File: src/rtl/amc_defs.svh
`ifndef AMC_DEFS_SVH
`define AMC_DEFS_SVH
// ==========================================
// Mode register reset value
`define AMC_MODE_RESET 16'h000a
// ==========================================
// Operating mode codes
`define AMC_MD_CONT 3'h0
`define AMC_MD_SINGLE 3'h1
`define AMC_MD_IDLE 3'h2
`define AMC_MD_PDOWN 3'h3
// ==========================================
// Clock source codes
`define AMC_CS_INT 2'h0
`define AMC_CS_INT_OUT 2'h1
`define AMC_CS_EXT 2'h2
`define AMC_CS_EXT_DIV2 2'h3
// ==========================================
// Register select codes and serial frame lengths
`define AMC_RS_STATUS 3'h0
`define AMC_RS_MODE 3'h1
`define AMC_RS_DATA 3'h3
`define AMC_CMD_LAST 6'h07
`define AMC_STATUS_LEN 6'h08
`define AMC_SETUP_LEN 6'h10
// ==========================================
// Timing
`define AMC_CLK_HZ 100000000
`define AMC_OSC_HZ 64000
`define AMC_OSC_HALF_CYC ((`AMC_CLK_HZ / `AMC_OSC_HZ) / 2)
`define AMC_TICKS_PER_MS (`AMC_OSC_HZ / 1000)
`define AMC_SETTLE_US 1000
`define AMC_SETTLE_CYC (`AMC_SETTLE_US * (`AMC_CLK_HZ / 1000000))
`endif

File: src/rtl/amc_pkg.sv
// ==========================================
// Shared types
package amc_pkg;
   // Mode register layout, most significant field first
   typedef struct packed {
      logic [2:0] operating_mode_select;
      logic [4:0] reserved_zero;
      logic clock_source_select_hi;
      logic clock_source_select_lo;
      logic mode_bit_five;
      logic mode_bit_four;
      logic [3:0] update_rate_select;
   } amc_mode_t;
   // Conversion sequencer states
   typedef enum logic [2:0] {SQ_OFF, SQ_SETTLE, SQ_CONV, SQ_HOLD, SQ_IDLE} amc_seq_t;
   // Serial port states
   typedef enum logic [1:0] {SP_CMD, SP_WR, SP_RD, SP_CREAD} amc_sp_t;
   // Decoded command byte
   typedef struct packed {
      logic rd;
      logic [2:0] sel;
      logic cread;
   } amc_cmd_t;
endpackage : amc_pkg

File: src/rtl/amc_buffer.sv
`timescale 1ns/1ns
// ==========================================
// Result buffer with valid and ready on both sides
module amc_buffer #(
   parameter int W = 24,
   parameter int DEPTH = 2
) (
   // Clock and reset
   input wire logic clk,
   input wire logic resetn,
   // Filling side
   input wire logic in_valid,
   output logic in_ready,
   input wire logic [W-1:0] in_data,
   // Draining side
   output logic out_valid,
   input wire logic out_ready,
   output logic [W-1:0] out_data
);
   localparam int PW = $clog2(DEPTH);
   generate
      if (DEPTH < 2 || (1 << PW) != DEPTH)
      begin : g_bad_depth
         $error("DEPTH must be a power of two of at least 2");
      end
   endgenerate
   logic [W-1:0] mem [DEPTH]; // Storage
   logic [PW-1:0] wr_ptr, next_wr_ptr, rd_ptr, next_rd_ptr;
   logic [PW:0] count, next_count; // Words held
   logic push, pop;

   // ==========================================
   // Pointer and count update
   always_comb
   begin
      in_ready = count != (PW+1)'(DEPTH);
      out_valid = count != '0;
      out_data = mem[rd_ptr];
      push = in_valid & in_ready;
      pop = out_valid & out_ready;
      next_wr_ptr = push ? wr_ptr + 1'b1 : wr_ptr;
      next_rd_ptr = pop ? rd_ptr + 1'b1 : rd_ptr;
      next_count = count + (PW+1)'(push) - (PW+1)'(pop);
   end

   // Registers
   always_ff @(posedge clk)
   begin
      if (!resetn)
      begin
         wr_ptr <= '0;
         rd_ptr <= '0;
         count <= '0;
      end
      else
      begin
         wr_ptr <= next_wr_ptr;
         rd_ptr <= next_rd_ptr;
         count <= next_count;
      end
      if (push)
         mem[wr_ptr] <= in_data;
   end
endmodule : amc_buffer

File: src/rtl/amc_top.sv
`timescale 1ns/1ns
`include "amc_defs.svh"
// ==========================================
// Operation
// Source 00: internal clock, pin not driven
// Source 01: internal clock, driven on pin
// Source 10: external clock used directly
// Source 11: external clock divided by two
// Host writes zeros to mode bits five, four
// Mode 000: back-to-back conversions, ready low
// Continuous read shifts results without command
// Otherwise a read command fetches result
// First conversion two periods after restart
// Single: 1 ms settle, then two periods
// Single end: store, ready low, power-down
// Single result and ready held until read
// Idle holds filter, modulator clock continues
// Ready clears on load, sets on read
// Setup write resets filter, sets not-ready; results converted before it still load and drive ready low
// Mode 011 powers down, clock output off
module amc_top #(
   parameter int DATA_W = 24,
   parameter int BUF_DEPTH = 2,
   parameter int SETTLE_CYC = `AMC_SETTLE_CYC
) (
   // Clock and reset
   input wire logic CLK,
   input wire logic RESETN,
   // Serial port
   input wire logic SCLK,
   input wire logic CS_N,
   input wire logic DIN,
   output logic DOUT,
   // Clock pin, three signals
   input wire logic CLK_PIN_IN,
   output logic CLK_PIN_OUT,
   output logic CLK_PIN_OE_N,
   // Modulator and filter
   input wire logic [DATA_W-1:0] RESULT_IN,
   output logic FILTER_RST,
   output logic MOD_CLK_TICK,
   // Status
   output logic RDY_N
);
   import amc_pkg::*;

   localparam logic [10:0] OSC_HALF = 11'(`AMC_OSC_HALF_CYC - 1);
   localparam int SW = $clog2(SETTLE_CYC + 1);
   localparam logic [SW-1:0] SETTLE_LAST = SW'(SETTLE_CYC - 1);
   localparam logic [5:0] DATA_LEN = 6'(DATA_W);

   generate
      if (DATA_W < 16 || DATA_W > 32)
      begin : g_bad_width
         $error("DATA_W must lie between 16 and 32");
      end
      if (SETTLE_CYC < 1)
      begin : g_bad_settle
         $error("SETTLE_CYC must be at least 1");
      end
   endgenerate

   // ==========================================
   // Declarations
   amc_mode_t mode_reg, next_mode_reg; // Mode register
   logic [1:0] clk_src; // Clock source field
   logic powered; // Not in power-down
   logic [10:0] osc_cnt, next_osc_cnt; // Oscillator half-period count
   logic osc_lvl, next_osc_lvl; // Oscillator level
   logic ext_prev, next_ext_prev; // Clock pin last sample
   logic div_ph, next_div_ph; // Divide-by-two phase
   logic next_clk_out, next_clk_oe_n, next_mod_tick;
   logic ext_rise, osc_rise, conv_tick; // Conversion clock events
   amc_seq_t seq, next_seq; // Sequencer state
   logic [15:0] tick_cnt, next_tick_cnt; // Conversion clock count
   logic [SW-1:0] settle_cnt, next_settle_cnt; // Oscillator settle count
   logic first, next_first; // First conversion after restart
   logic restart, next_restart; // Registered setup write
   logic [DATA_W-1:0] res_hold, next_res_hold; // Finished result
   logic next_filter_rst;
   logic [15:0] period, target; // Ticks per update period, per conversion
   logic single, single_done;
   amc_sp_t sp, next_sp; // Serial state
   amc_cmd_t cmd, next_cmd; // Latched command
   logic sclk_prev, next_sclk_prev;
   logic [5:0] bit_cnt, next_bit_cnt, word_len;
   logic [15:0] shift_in, next_shift_in;
   logic [DATA_W-1:0] shift_out, next_shift_out, rd_word, next_rd_word, out_src;
   logic [7:0] cmd_byte;
   logic next_dout, setup_wr, data_rd, sclk_rise, sclk_fall;
   logic [DATA_W-1:0] data_reg, next_data_reg, buf_out_data; // Data register
   logic ld_pend, next_ld_pend, next_rdy_n, data_busy;
   logic buf_in_ready, buf_out_valid;

   // Update period in conversion clock ticks, half the tabled time in ms
   function automatic logic [15:0] period_ticks(input logic [3:0] fs);
      logic [8:0] ms;
      unique case (fs)
         4'h0: ms = 9'h000;
         4'h1: ms = 9'h004;
         4'h2: ms = 9'h008;
         4'h3: ms = 9'h010;
         4'h4: ms = 9'h020;
         4'h5: ms = 9'h028;
         4'h6: ms = 9'h030;
         4'h7: ms = 9'h03c;
         4'h8: ms = 9'h065;
         4'h9: ms = 9'h078;
         4'ha: ms = 9'h078;
         4'hb: ms = 9'h0a0;
         4'hc: ms = 9'h0c8;
         4'hd: ms = 9'h0f0;
         4'he: ms = 9'h140;
         4'hf: ms = 9'h1e0;
      endcase
      return 16'((32'(ms) * `AMC_TICKS_PER_MS) / 2);
   endfunction : period_ticks

   // ==========================================
   // Conversion clock and clock pin
   always_comb
   begin
      clk_src = {mode_reg.clock_source_select_hi, mode_reg.clock_source_select_lo};
      powered = mode_reg.operating_mode_select != `AMC_MD_PDOWN;
      ext_rise = CLK_PIN_IN & ~ext_prev;
      osc_rise = powered & (osc_cnt == OSC_HALF) & ~osc_lvl;
      next_ext_prev = CLK_PIN_IN;
      next_div_ph = div_ph;
      next_osc_cnt = osc_cnt + 11'h001;
      next_osc_lvl = osc_lvl;
      // Oscillator stops in power-down
      if (!powered)
      begin
         next_osc_cnt = 11'h000;
         next_osc_lvl = 1'b0;
      end
      else if (osc_cnt == OSC_HALF)
      begin
         next_osc_cnt = 11'h000;
         next_osc_lvl = ~osc_lvl;
      end
      // Pick the conversion clock source
      unique case (clk_src)
         `AMC_CS_INT, `AMC_CS_INT_OUT: conv_tick = osc_rise;
         `AMC_CS_EXT: conv_tick = powered & ext_rise;
         `AMC_CS_EXT_DIV2:
         begin
            conv_tick = powered & ext_rise & div_ph;
            if (powered & ext_rise)
               next_div_ph = ~div_ph;
         end
      endcase
      // Pin driven only for the output-enabled internal source
      next_clk_oe_n = ~(powered & (clk_src == `AMC_CS_INT_OUT));
      next_clk_out = ~next_clk_oe_n & next_osc_lvl;
      // Modulator clock runs in idle too
      next_mod_tick = conv_tick;
   end

   // Registers
   always_ff @(posedge CLK)
   begin
      if (!RESETN)
      begin
         osc_cnt <= 11'h000;
         osc_lvl <= 1'b0;
         ext_prev <= 1'b0;
         div_ph <= 1'b0;
         CLK_PIN_OUT <= 1'b0;
         CLK_PIN_OE_N <= 1'b1;
         MOD_CLK_TICK <= 1'b0;
      end
      else
      begin
         osc_cnt <= next_osc_cnt;
         osc_lvl <= next_osc_lvl;
         ext_prev <= next_ext_prev;
         div_ph <= next_div_ph;
         CLK_PIN_OUT <= next_clk_out;
         CLK_PIN_OE_N <= next_clk_oe_n;
         MOD_CLK_TICK <= next_mod_tick;
      end
   end

   // ==========================================
   // Conversion sequencer
   always_comb
   begin
      single = mode_reg.operating_mode_select == `AMC_MD_SINGLE;
      period = period_ticks(mode_reg.update_rate_select);
      // Two periods for the first or single conversion
      target = (first | single) ? {period[14:0], 1'b0} : period;
      next_seq = seq;
      next_tick_cnt = tick_cnt;
      next_settle_cnt = settle_cnt;
      next_first = first;
      next_res_hold = res_hold;
      next_restart = setup_wr;
      single_done = 1'b0;
      if (restart)
      begin
         // Any setup write starts over from the new mode
         next_tick_cnt = 16'h0000;
         next_settle_cnt = '0;
         next_first = 1'b1;
         unique case (mode_reg.operating_mode_select)
            `AMC_MD_CONT: next_seq = SQ_CONV;
            `AMC_MD_SINGLE: next_seq = SQ_SETTLE;
            `AMC_MD_PDOWN: next_seq = SQ_OFF;
            default: next_seq = SQ_IDLE;
         endcase
      end
      else
      begin
         unique case (seq)
            // Oscillator power-up wait
            SQ_SETTLE:
            begin
               if (settle_cnt == SETTLE_LAST)
               begin
                  next_seq = SQ_CONV;
                  next_tick_cnt = 16'h0000;
               end
               else
                  next_settle_cnt = settle_cnt + 1'b1;
            end
            // Count conversion clock ticks
            SQ_CONV:
            begin
               if (conv_tick & (period != 16'h0000))
               begin
                  if (tick_cnt == target - 16'h0001)
                  begin
                     next_seq = SQ_HOLD;
                     next_res_hold = RESULT_IN;
                  end
                  else
                     next_tick_cnt = tick_cnt + 16'h0001;
               end
            end
            // Wait for buffer room; conversion stalls meanwhile
            SQ_HOLD:
            begin
               if (buf_in_ready)
               begin
                  next_tick_cnt = 16'h0000;
                  if (single)
                  begin
                     next_seq = SQ_OFF;
                     single_done = 1'b1;
                  end
                  else
                  begin
                     next_seq = SQ_CONV;
                     next_first = 1'b0;
                  end
               end
            end
            SQ_OFF, SQ_IDLE: next_seq = seq;
         endcase
      end
      // Filter held in reset when not converting
      next_filter_rst = next_restart | (next_seq == SQ_IDLE) | (next_seq == SQ_OFF)
         | (next_seq == SQ_SETTLE);
   end

   // Registers
   always_ff @(posedge CLK)
   begin
      if (!RESETN)
      begin
         seq <= SQ_CONV;
         tick_cnt <= 16'h0000;
         settle_cnt <= '0;
         first <= 1'b1;
         restart <= 1'b0;
         res_hold <= '0;
         FILTER_RST <= 1'b1;
      end
      else
      begin
         seq <= next_seq;
         tick_cnt <= next_tick_cnt;
         settle_cnt <= next_settle_cnt;
         first <= next_first;
         restart <= next_restart;
         res_hold <= next_res_hold;
         FILTER_RST <= next_filter_rst;
      end
   end

   // ==========================================
   // Serial port and mode register
   always_comb
   begin
      sclk_rise = SCLK & ~sclk_prev;
      sclk_fall = ~SCLK & sclk_prev;
      next_sclk_prev = SCLK;
      cmd_byte = {shift_in[6:0], DIN};
      word_len = (cmd.sel == `AMC_RS_STATUS) ? `AMC_STATUS_LEN
         : (cmd.sel == `AMC_RS_DATA) ? DATA_LEN : `AMC_SETUP_LEN;
      // First bit of a word comes from the snapshot or live data
      out_src = (bit_cnt == 6'h00) ? ((sp == SP_CREAD) ? data_reg : rd_word) : shift_out;
      next_sp = sp;
      next_cmd = cmd;
      next_bit_cnt = bit_cnt;
      next_shift_in = shift_in;
      next_shift_out = shift_out;
      next_rd_word = rd_word;
      next_dout = DOUT;
      setup_wr = 1'b0;
      data_rd = 1'b0;
      next_mode_reg = mode_reg;
      if (single_done)
         next_mode_reg.operating_mode_select = `AMC_MD_PDOWN;
      if (CS_N)
      begin
         // Deselect ends any frame and continuous read
         next_sp = SP_CMD;
         next_bit_cnt = 6'h00;
         next_dout = 1'b1;
      end
      else
      begin
         // Output changes on the falling edge
         if (sclk_fall)
         begin
            if (sp == SP_RD || sp == SP_CREAD)
            begin
               next_dout = out_src[DATA_W-1];
               next_shift_out = out_src << 1;
            end
            else
               next_dout = RDY_N;
         end
         // Input taken on the rising edge
         if (sclk_rise)
         begin
            next_shift_in = {shift_in[14:0], DIN};
            next_bit_cnt = bit_cnt + 6'h01;
            unique case (sp)
               SP_CMD:
               begin
                  if (bit_cnt == `AMC_CMD_LAST)
                  begin
                     next_bit_cnt = 6'h00;
                     next_cmd = '{rd: cmd_byte[6], sel: cmd_byte[5:3], cread: cmd_byte[2]};
                     unique case (cmd_byte[5:3])
                        `AMC_RS_STATUS: next_rd_word = DATA_W'({RDY_N, 7'h00}) << (DATA_W - 8);
                        `AMC_RS_MODE: next_rd_word = DATA_W'(mode_reg) << (DATA_W - 16);
                        `AMC_RS_DATA: next_rd_word = data_reg;
                        default: next_rd_word = '0;
                     endcase
                     if (cmd_byte[7])
                        next_sp = SP_CMD;
                     else if (!cmd_byte[6])
                        next_sp = SP_WR;
                     else if (cmd_byte[2] && cmd_byte[5:3] == `AMC_RS_DATA)
                        next_sp = SP_CREAD;
                     else
                        next_sp = SP_RD;
                  end
               end
               SP_WR:
               begin
                  if (bit_cnt == word_len - 6'h01)
                  begin
                     next_sp = SP_CMD;
                     next_bit_cnt = 6'h00;
                     setup_wr = cmd.sel != `AMC_RS_STATUS && cmd.sel != `AMC_RS_DATA;
                     if (cmd.sel == `AMC_RS_MODE)
                        next_mode_reg = amc_mode_t'(next_shift_in);
                  end
               end
               SP_RD:
               begin
                  if (bit_cnt == word_len - 6'h01)
                  begin
                     next_sp = SP_CMD;
                     next_bit_cnt = 6'h00;
                     data_rd = cmd.sel == `AMC_RS_DATA;
                  end
               end
               SP_CREAD:
               begin
                  if (bit_cnt == DATA_LEN - 6'h01)
                  begin
                     next_bit_cnt = 6'h00;
                     data_rd = 1'b1;
                  end
               end
            endcase
         end
      end
   end

   // Registers
   always_ff @(posedge CLK)
   begin
      if (!RESETN)
      begin
         sp <= SP_CMD;
         cmd <= '0;
         sclk_prev <= 1'b1;
         bit_cnt <= 6'h00;
         shift_in <= 16'h0000;
         shift_out <= '0;
         rd_word <= '0;
         DOUT <= 1'b1;
         mode_reg <= amc_mode_t'(`AMC_MODE_RESET);
      end
      else
      begin
         sp <= next_sp;
         cmd <= next_cmd;
         sclk_prev <= next_sclk_prev;
         bit_cnt <= next_bit_cnt;
         shift_in <= next_shift_in;
         shift_out <= next_shift_out;
         rd_word <= next_rd_word;
         DOUT <= next_dout;
         mode_reg <= next_mode_reg;
      end
   end

   // ==========================================
   // Result buffer and data register
   amc_buffer #(.W(DATA_W), .DEPTH(BUF_DEPTH)) u_buf (
      .clk(CLK),
      .resetn(RESETN),
      .in_valid(seq == SQ_HOLD),
      .in_ready(buf_in_ready),
      .in_data(res_hold),
      .out_valid(buf_out_valid),
      .out_ready(ld_pend),
      .out_data(buf_out_data)
   );

   // Load stage raises not-ready one cycle before the update
   always_comb
   begin
      data_busy = (sp == SP_RD && cmd.sel == `AMC_RS_DATA)
         || (sp == SP_CREAD && bit_cnt != 6'h00);
      next_ld_pend = buf_out_valid & ~data_busy & ~ld_pend;
      next_data_reg = ld_pend ? buf_out_data : data_reg;
      next_rdy_n = RDY_N;
      if (data_rd | setup_wr | next_ld_pend)
         next_rdy_n = 1'b1;
      if (ld_pend)
         next_rdy_n = 1'b0;
   end

   // Registers
   always_ff @(posedge CLK)
   begin
      if (!RESETN)
      begin
         ld_pend <= 1'b0;
         data_reg <= '0;
         RDY_N <= 1'b1;
      end
      else
      begin
         ld_pend <= next_ld_pend;
         data_reg <= next_data_reg;
         RDY_N <= next_rdy_n;
      end
   end
endmodule : amc_top

File: config.mk
export PLATFORM = sky130hd
export DESIGN_NAME = amc_top
export DESIGN_NICKNAME = d
export VERILOG_FILES = /design/src/rtl/amc_pkg.sv /design/src/rtl/amc_buffer.sv /design/src/rtl/amc_top.sv
export VERILOG_INCLUDE_DIRS = /design/src /design/src/rtl
export SDC_FILE = /design/constraint.sdc
export NUM_CORES = 1
export LEC_CHECK = 0
export BUFFER_PORTS_ARGS = -buffer_cell sky130_fd_sc_hd__buf_2
export CAP_MARGIN = 25
export CORE_ASPECT_RATIO = 1.2
export CORE_MARGIN = 10
export CORE_UTILIZATION = 47
export DETAILED_ROUTE_END_ITERATION = 6
export HOLD_SLACK_MARGIN = 0.08
export PLACE_DENSITY_LB_ADDON = 0.08
export SYNTH_ARGS = -nofsm -noshare
export SYNTH_HDL_FRONTEND = slang
export SYNTH_SLANG_ARGS = --single-unit
File: constraint.sdc
create_clock -name CLK -period 3 [get_ports CLK]
set_clock_uncertainty 0.15 [all_clocks]
set_input_delay 0.45 -clock CLK [delete_from_list [all_inputs] [get_ports CLK]]
set_output_delay 0.45 -clock CLK [all_outputs]
set_load 0.03 [all_outputs]
==> results.md <==
- DP Wirelength: 17.1 mm
- Crit path time final: 2810 ps
- CTS Sinks: 257
- Largest net degree at the start of global routing: 102
- Dpl cells: 1547
- Post-Synth Simple-Gate Area: 0.208
- Dominant cell type by area after synthesis: dfxtp_1
- Fin. Hold Viols: 0
- Nature of the critical path endpoint: flop
- Post-Synth Adder-Cell Area: 0.0202
- CTS tree: yes
- Worst Hold Margin: 303 ps
- Slowest stage cell, crit path: or4_1
- Xor-xnor portion of the synthesized cell area: 0.0276
- Final setup fails: 0
- Worst Path Max Fanout: 14
- Synth Register Bits: 257
- Total Routing Usage GR: 0.161
- Vias/cell: 5.37
- Non-Filler Instances: 1631
- Hold Crit Start: res_hold[5]$_SDFFE_PN0P_
- RSZ-0062 raised after global routing: false
- Die height: 193 um
- Antenna cells: 0
- Power density cells: 507 nW/um^2
- Post-synthesis compound-gate area fraction: 0.135
- FP Rows: 63
- DRC viols: 0
- Initial DRC count: 413
- Cell variety after synth: 74
- WL per Instance: 15.6 um
- Fmax: 356 MHz
- Dpl ws: -18.6 ps
- Net Sw Frac: 0.213
- Reg2reg start: mode_reg[13]$_SDFF_PN0_
- Max reg flops: 48
- Post-Syn Nets: 1271
- Status: completed
- Fraction of layout cells with a size suffix above 1: 0.115
- Synthesized instance count: 1222
- Mapped Avg Cell Area: 9.61 um^2
- Worst R2R Path Depth: 8
- Fin crit share: 0.936
- Max incr delay on CP: 510 ps
- CP required: 3320 ps
- Seq/Total Area, Yosys: 0.479
- Synth-to-layout area growth: 15.9%
- Setup CP Type: reg -> reg
- CP Cell Sequence: or3b_4 -> nand2_1 -> nor3_1 -> a311o_1 -> o2111a_1 -> a31o_4 -> or4_1 -> a21oi_1
- Share of the synthesized area in the top cell type: 0.356
- Net switching power: 1.47 mW
- Logic pwr share: 0.022
- Port Buffer Count: 35
- Synth area leaders: dfxtp_1 36%, edfxtp_1 12%, mux2i_1 9.2%
- Clk root buf: clkbuf_16
- Worst Max-Slew Pin Slew: 656 ps
- Global-route wire length before repair: 42.5 mm
- Main combinational cell family by area after synthesis: simple AND/OR/NAND/NOR gates
- Die Wd: 164 um
- Gpl congestion: 0.824
- Critical path launch point type: flop
- Synthesized cell area: 11700 um^2
- Worst hold-check path type: reg -> reg
- Int Pwr: 5.43 mW
- Total Power: 6.91 mW
- Mux cell area share after synthesis: 0.0940
- Vias: 8758
- Flop-to-flop setup slack: 190 ps
- Core area: 24700 um^2
- Full die area: 31700 um^2
- Area after DPL: 12400 um^2
- Initial DRT Pass Iterations: 4
- Worst Hold End: u_buf.mem[0][5]$_DFFE_PP_
- Final Max Tran Viols: 0
- CTS Buffer Depth: 3
- Peak supply drop: 0.469 mV
- Total CTS buffers: 28
- Clock share of power: 0.469
- YS warnings: 0
- EDFF count, synth: 48
- Num ports: 36
- Lkg Pwr: 5.14 nW
- Initial core utilization: 0.476
- WHS Path Cells: 0
- Remaining Overflow, GRT: 0
- Max_cap viols: 0
- Worst R2R End: tick_cnt[9]$_SDFFE_PP0P_
- Ys async rst share: 0
- Initial antenna violation count: 0
- Setup WS post-layout: 192 ps
- Top reg by flops: u_buf.mem
- Flop pwr share: 0.509
- Antenna-violating nets left: 0
- H-tree levels: 1
- Number of global-route vias before repair: 8415
- Fin util: 0.552
- Final WL: 25.5 mm
- Worst-Skew Late Latency: 540 ps
- WP data arrival: 3130 ps
- Fin area: 13600 um^2
- Nets: 1333
- TNS Setup: 0 ps
- Slew Limit Headroom: 0.561
- Top FF cell, synth: dfxtp_1
- Worst-path clk slew: 60 ps
## cell usage after synthesis, types with 12 or more instances
master    count
and2_1       12
and3_1       14
inv_1        24
or3_1        14
nand3_1      30
a21oi_1      68
nor2_1       88
a21boi_0     29
nor3_1       31
nand2_1     114
dfxtp_1     209
edfxtp_1     48
o21ai_0      28
nand4_1      17
nor2b_1      87
ha_1         19
xor2_1       24
xnor2_1      13
mux2i_1     108
clkbuf_1     62
a211oi_1     27
o211a_1      27
## worst max-delay path by stage
stage | startpoint | end | cells past startpoint | slack [ps]
after floorplan | CS_N | period[9]$_DFF_P_ | 10 | 220
after global placement | period[5]$_SDFF_PP0_ | tick_cnt[7]$_SDFFE_PP0P_ | 9 | 80
after detailed placement | mode_reg[13]$_SDFF_PN0_ | tick_cnt[3]$_SDFFE_PP0P_ | 10 | -20
after CTS | period[5]$_SDFF_PP0_ | tick_cnt[7]$_SDFFE_PP0P_ | 9 | 20
after global routing | mode_reg[13]$_SDFF_PN0_ | tick_cnt[9]$_SDFFE_PP0P_ | 10 | 6
final | mode_reg[13]$_SDFF_PN0_ | tick_cnt[9]$_SDFFE_PP0P_ | 8 | 190
## power groups by stage
stage | Clock (mW) | Sequential [mW] | Combinational, mW
2_1_floorplan | 0 | 3.59 | 0.0762
3_3_place_gp | 0 | 3.59 | 0.125
3_5_place_dp | 0 | 3.59 | 0.126
4_1_cts | 3.34 | 3.51 | 0.155
5_1_grt | 3.46 | 3.51 | 0.170
6_report | 3.24 | 3.52 | 0.154
## routing by layer
layer / GRT usage / wire [um] / vias to the layer above
li1: - / - / 4478
met1: 0.198 / 11500 / 4097
met2: 0.285 / 12600 / 139
met3: 0.0225 / 886 / 44
met4: 0.0471 / 570 / 0
met5: 0 / 0 / -
## placed cells by master, fill, tap and decap left out, types with 11 or more instances in the layout
master	instances
a211oi_1	26
a21boi_0	28
a21oi_1	68
and2_1	12
and3_1	14
buf_2	34
buf_4	45
clkbuf_16	29
clkinv_2	11
dfxtp_1	208
dlygate4sd3_1	29
edfxtp_1	48
ha_1	19
inv_1	24
mux2i_1	108
nand2_1	114
nand2b_1	11
nand3_1	30
nand4_1	17
nor2_1	87
nor2b_1	87
nor3_1	31
o211a_1	27
o21ai_0	28
or3_1	14
xnor2_1	13
xor2_1	24
## critical path, delay by kind of cell, from the launching register on
family	cells	cell delay (ps)
AND/OR/NAND/NOR	4	1220
AO/OA/AOI/OAI	4	960
flip-flops	1	400
## repair_timing
action,CTS,global route
endpoints found under the hold margin,29,0
setup buffers,0,3
hold buffers,29,0
endpoints found under the setup margin,9,18
resized for setup,1,7
cloned,0,0
pin swaps,0,1
## area by class of cell
| cell class | instances | area [um^2] |
|---|---|---|
| Inverter | 25 | 93.8 |
| Fill cell | 2195 | 11100 |
| Clock buffer | 33 | 741 |
| Timing Repair Buffer | 113 | 898 |
| Sequential cell | 257 | 5630 |
| Tap cell | 325 | 407 |
| Clock inverter | 19 | 129 |
| Multi-Input combinational cell | 859 | 5720 |
## cells by family (layout without fill, tap and decap cells)
family                     after synthesis  after routing
AOI/OAI and AO/OA                      231            231
xor gates and xnor gates                37             37
adders and majority gates               19             19
buffers and inverters                  106            190
DFF                                    257            257
muxes                                  110            110
and+or+nand+nor                        462            462
Power figures use the tool's default switching activity.
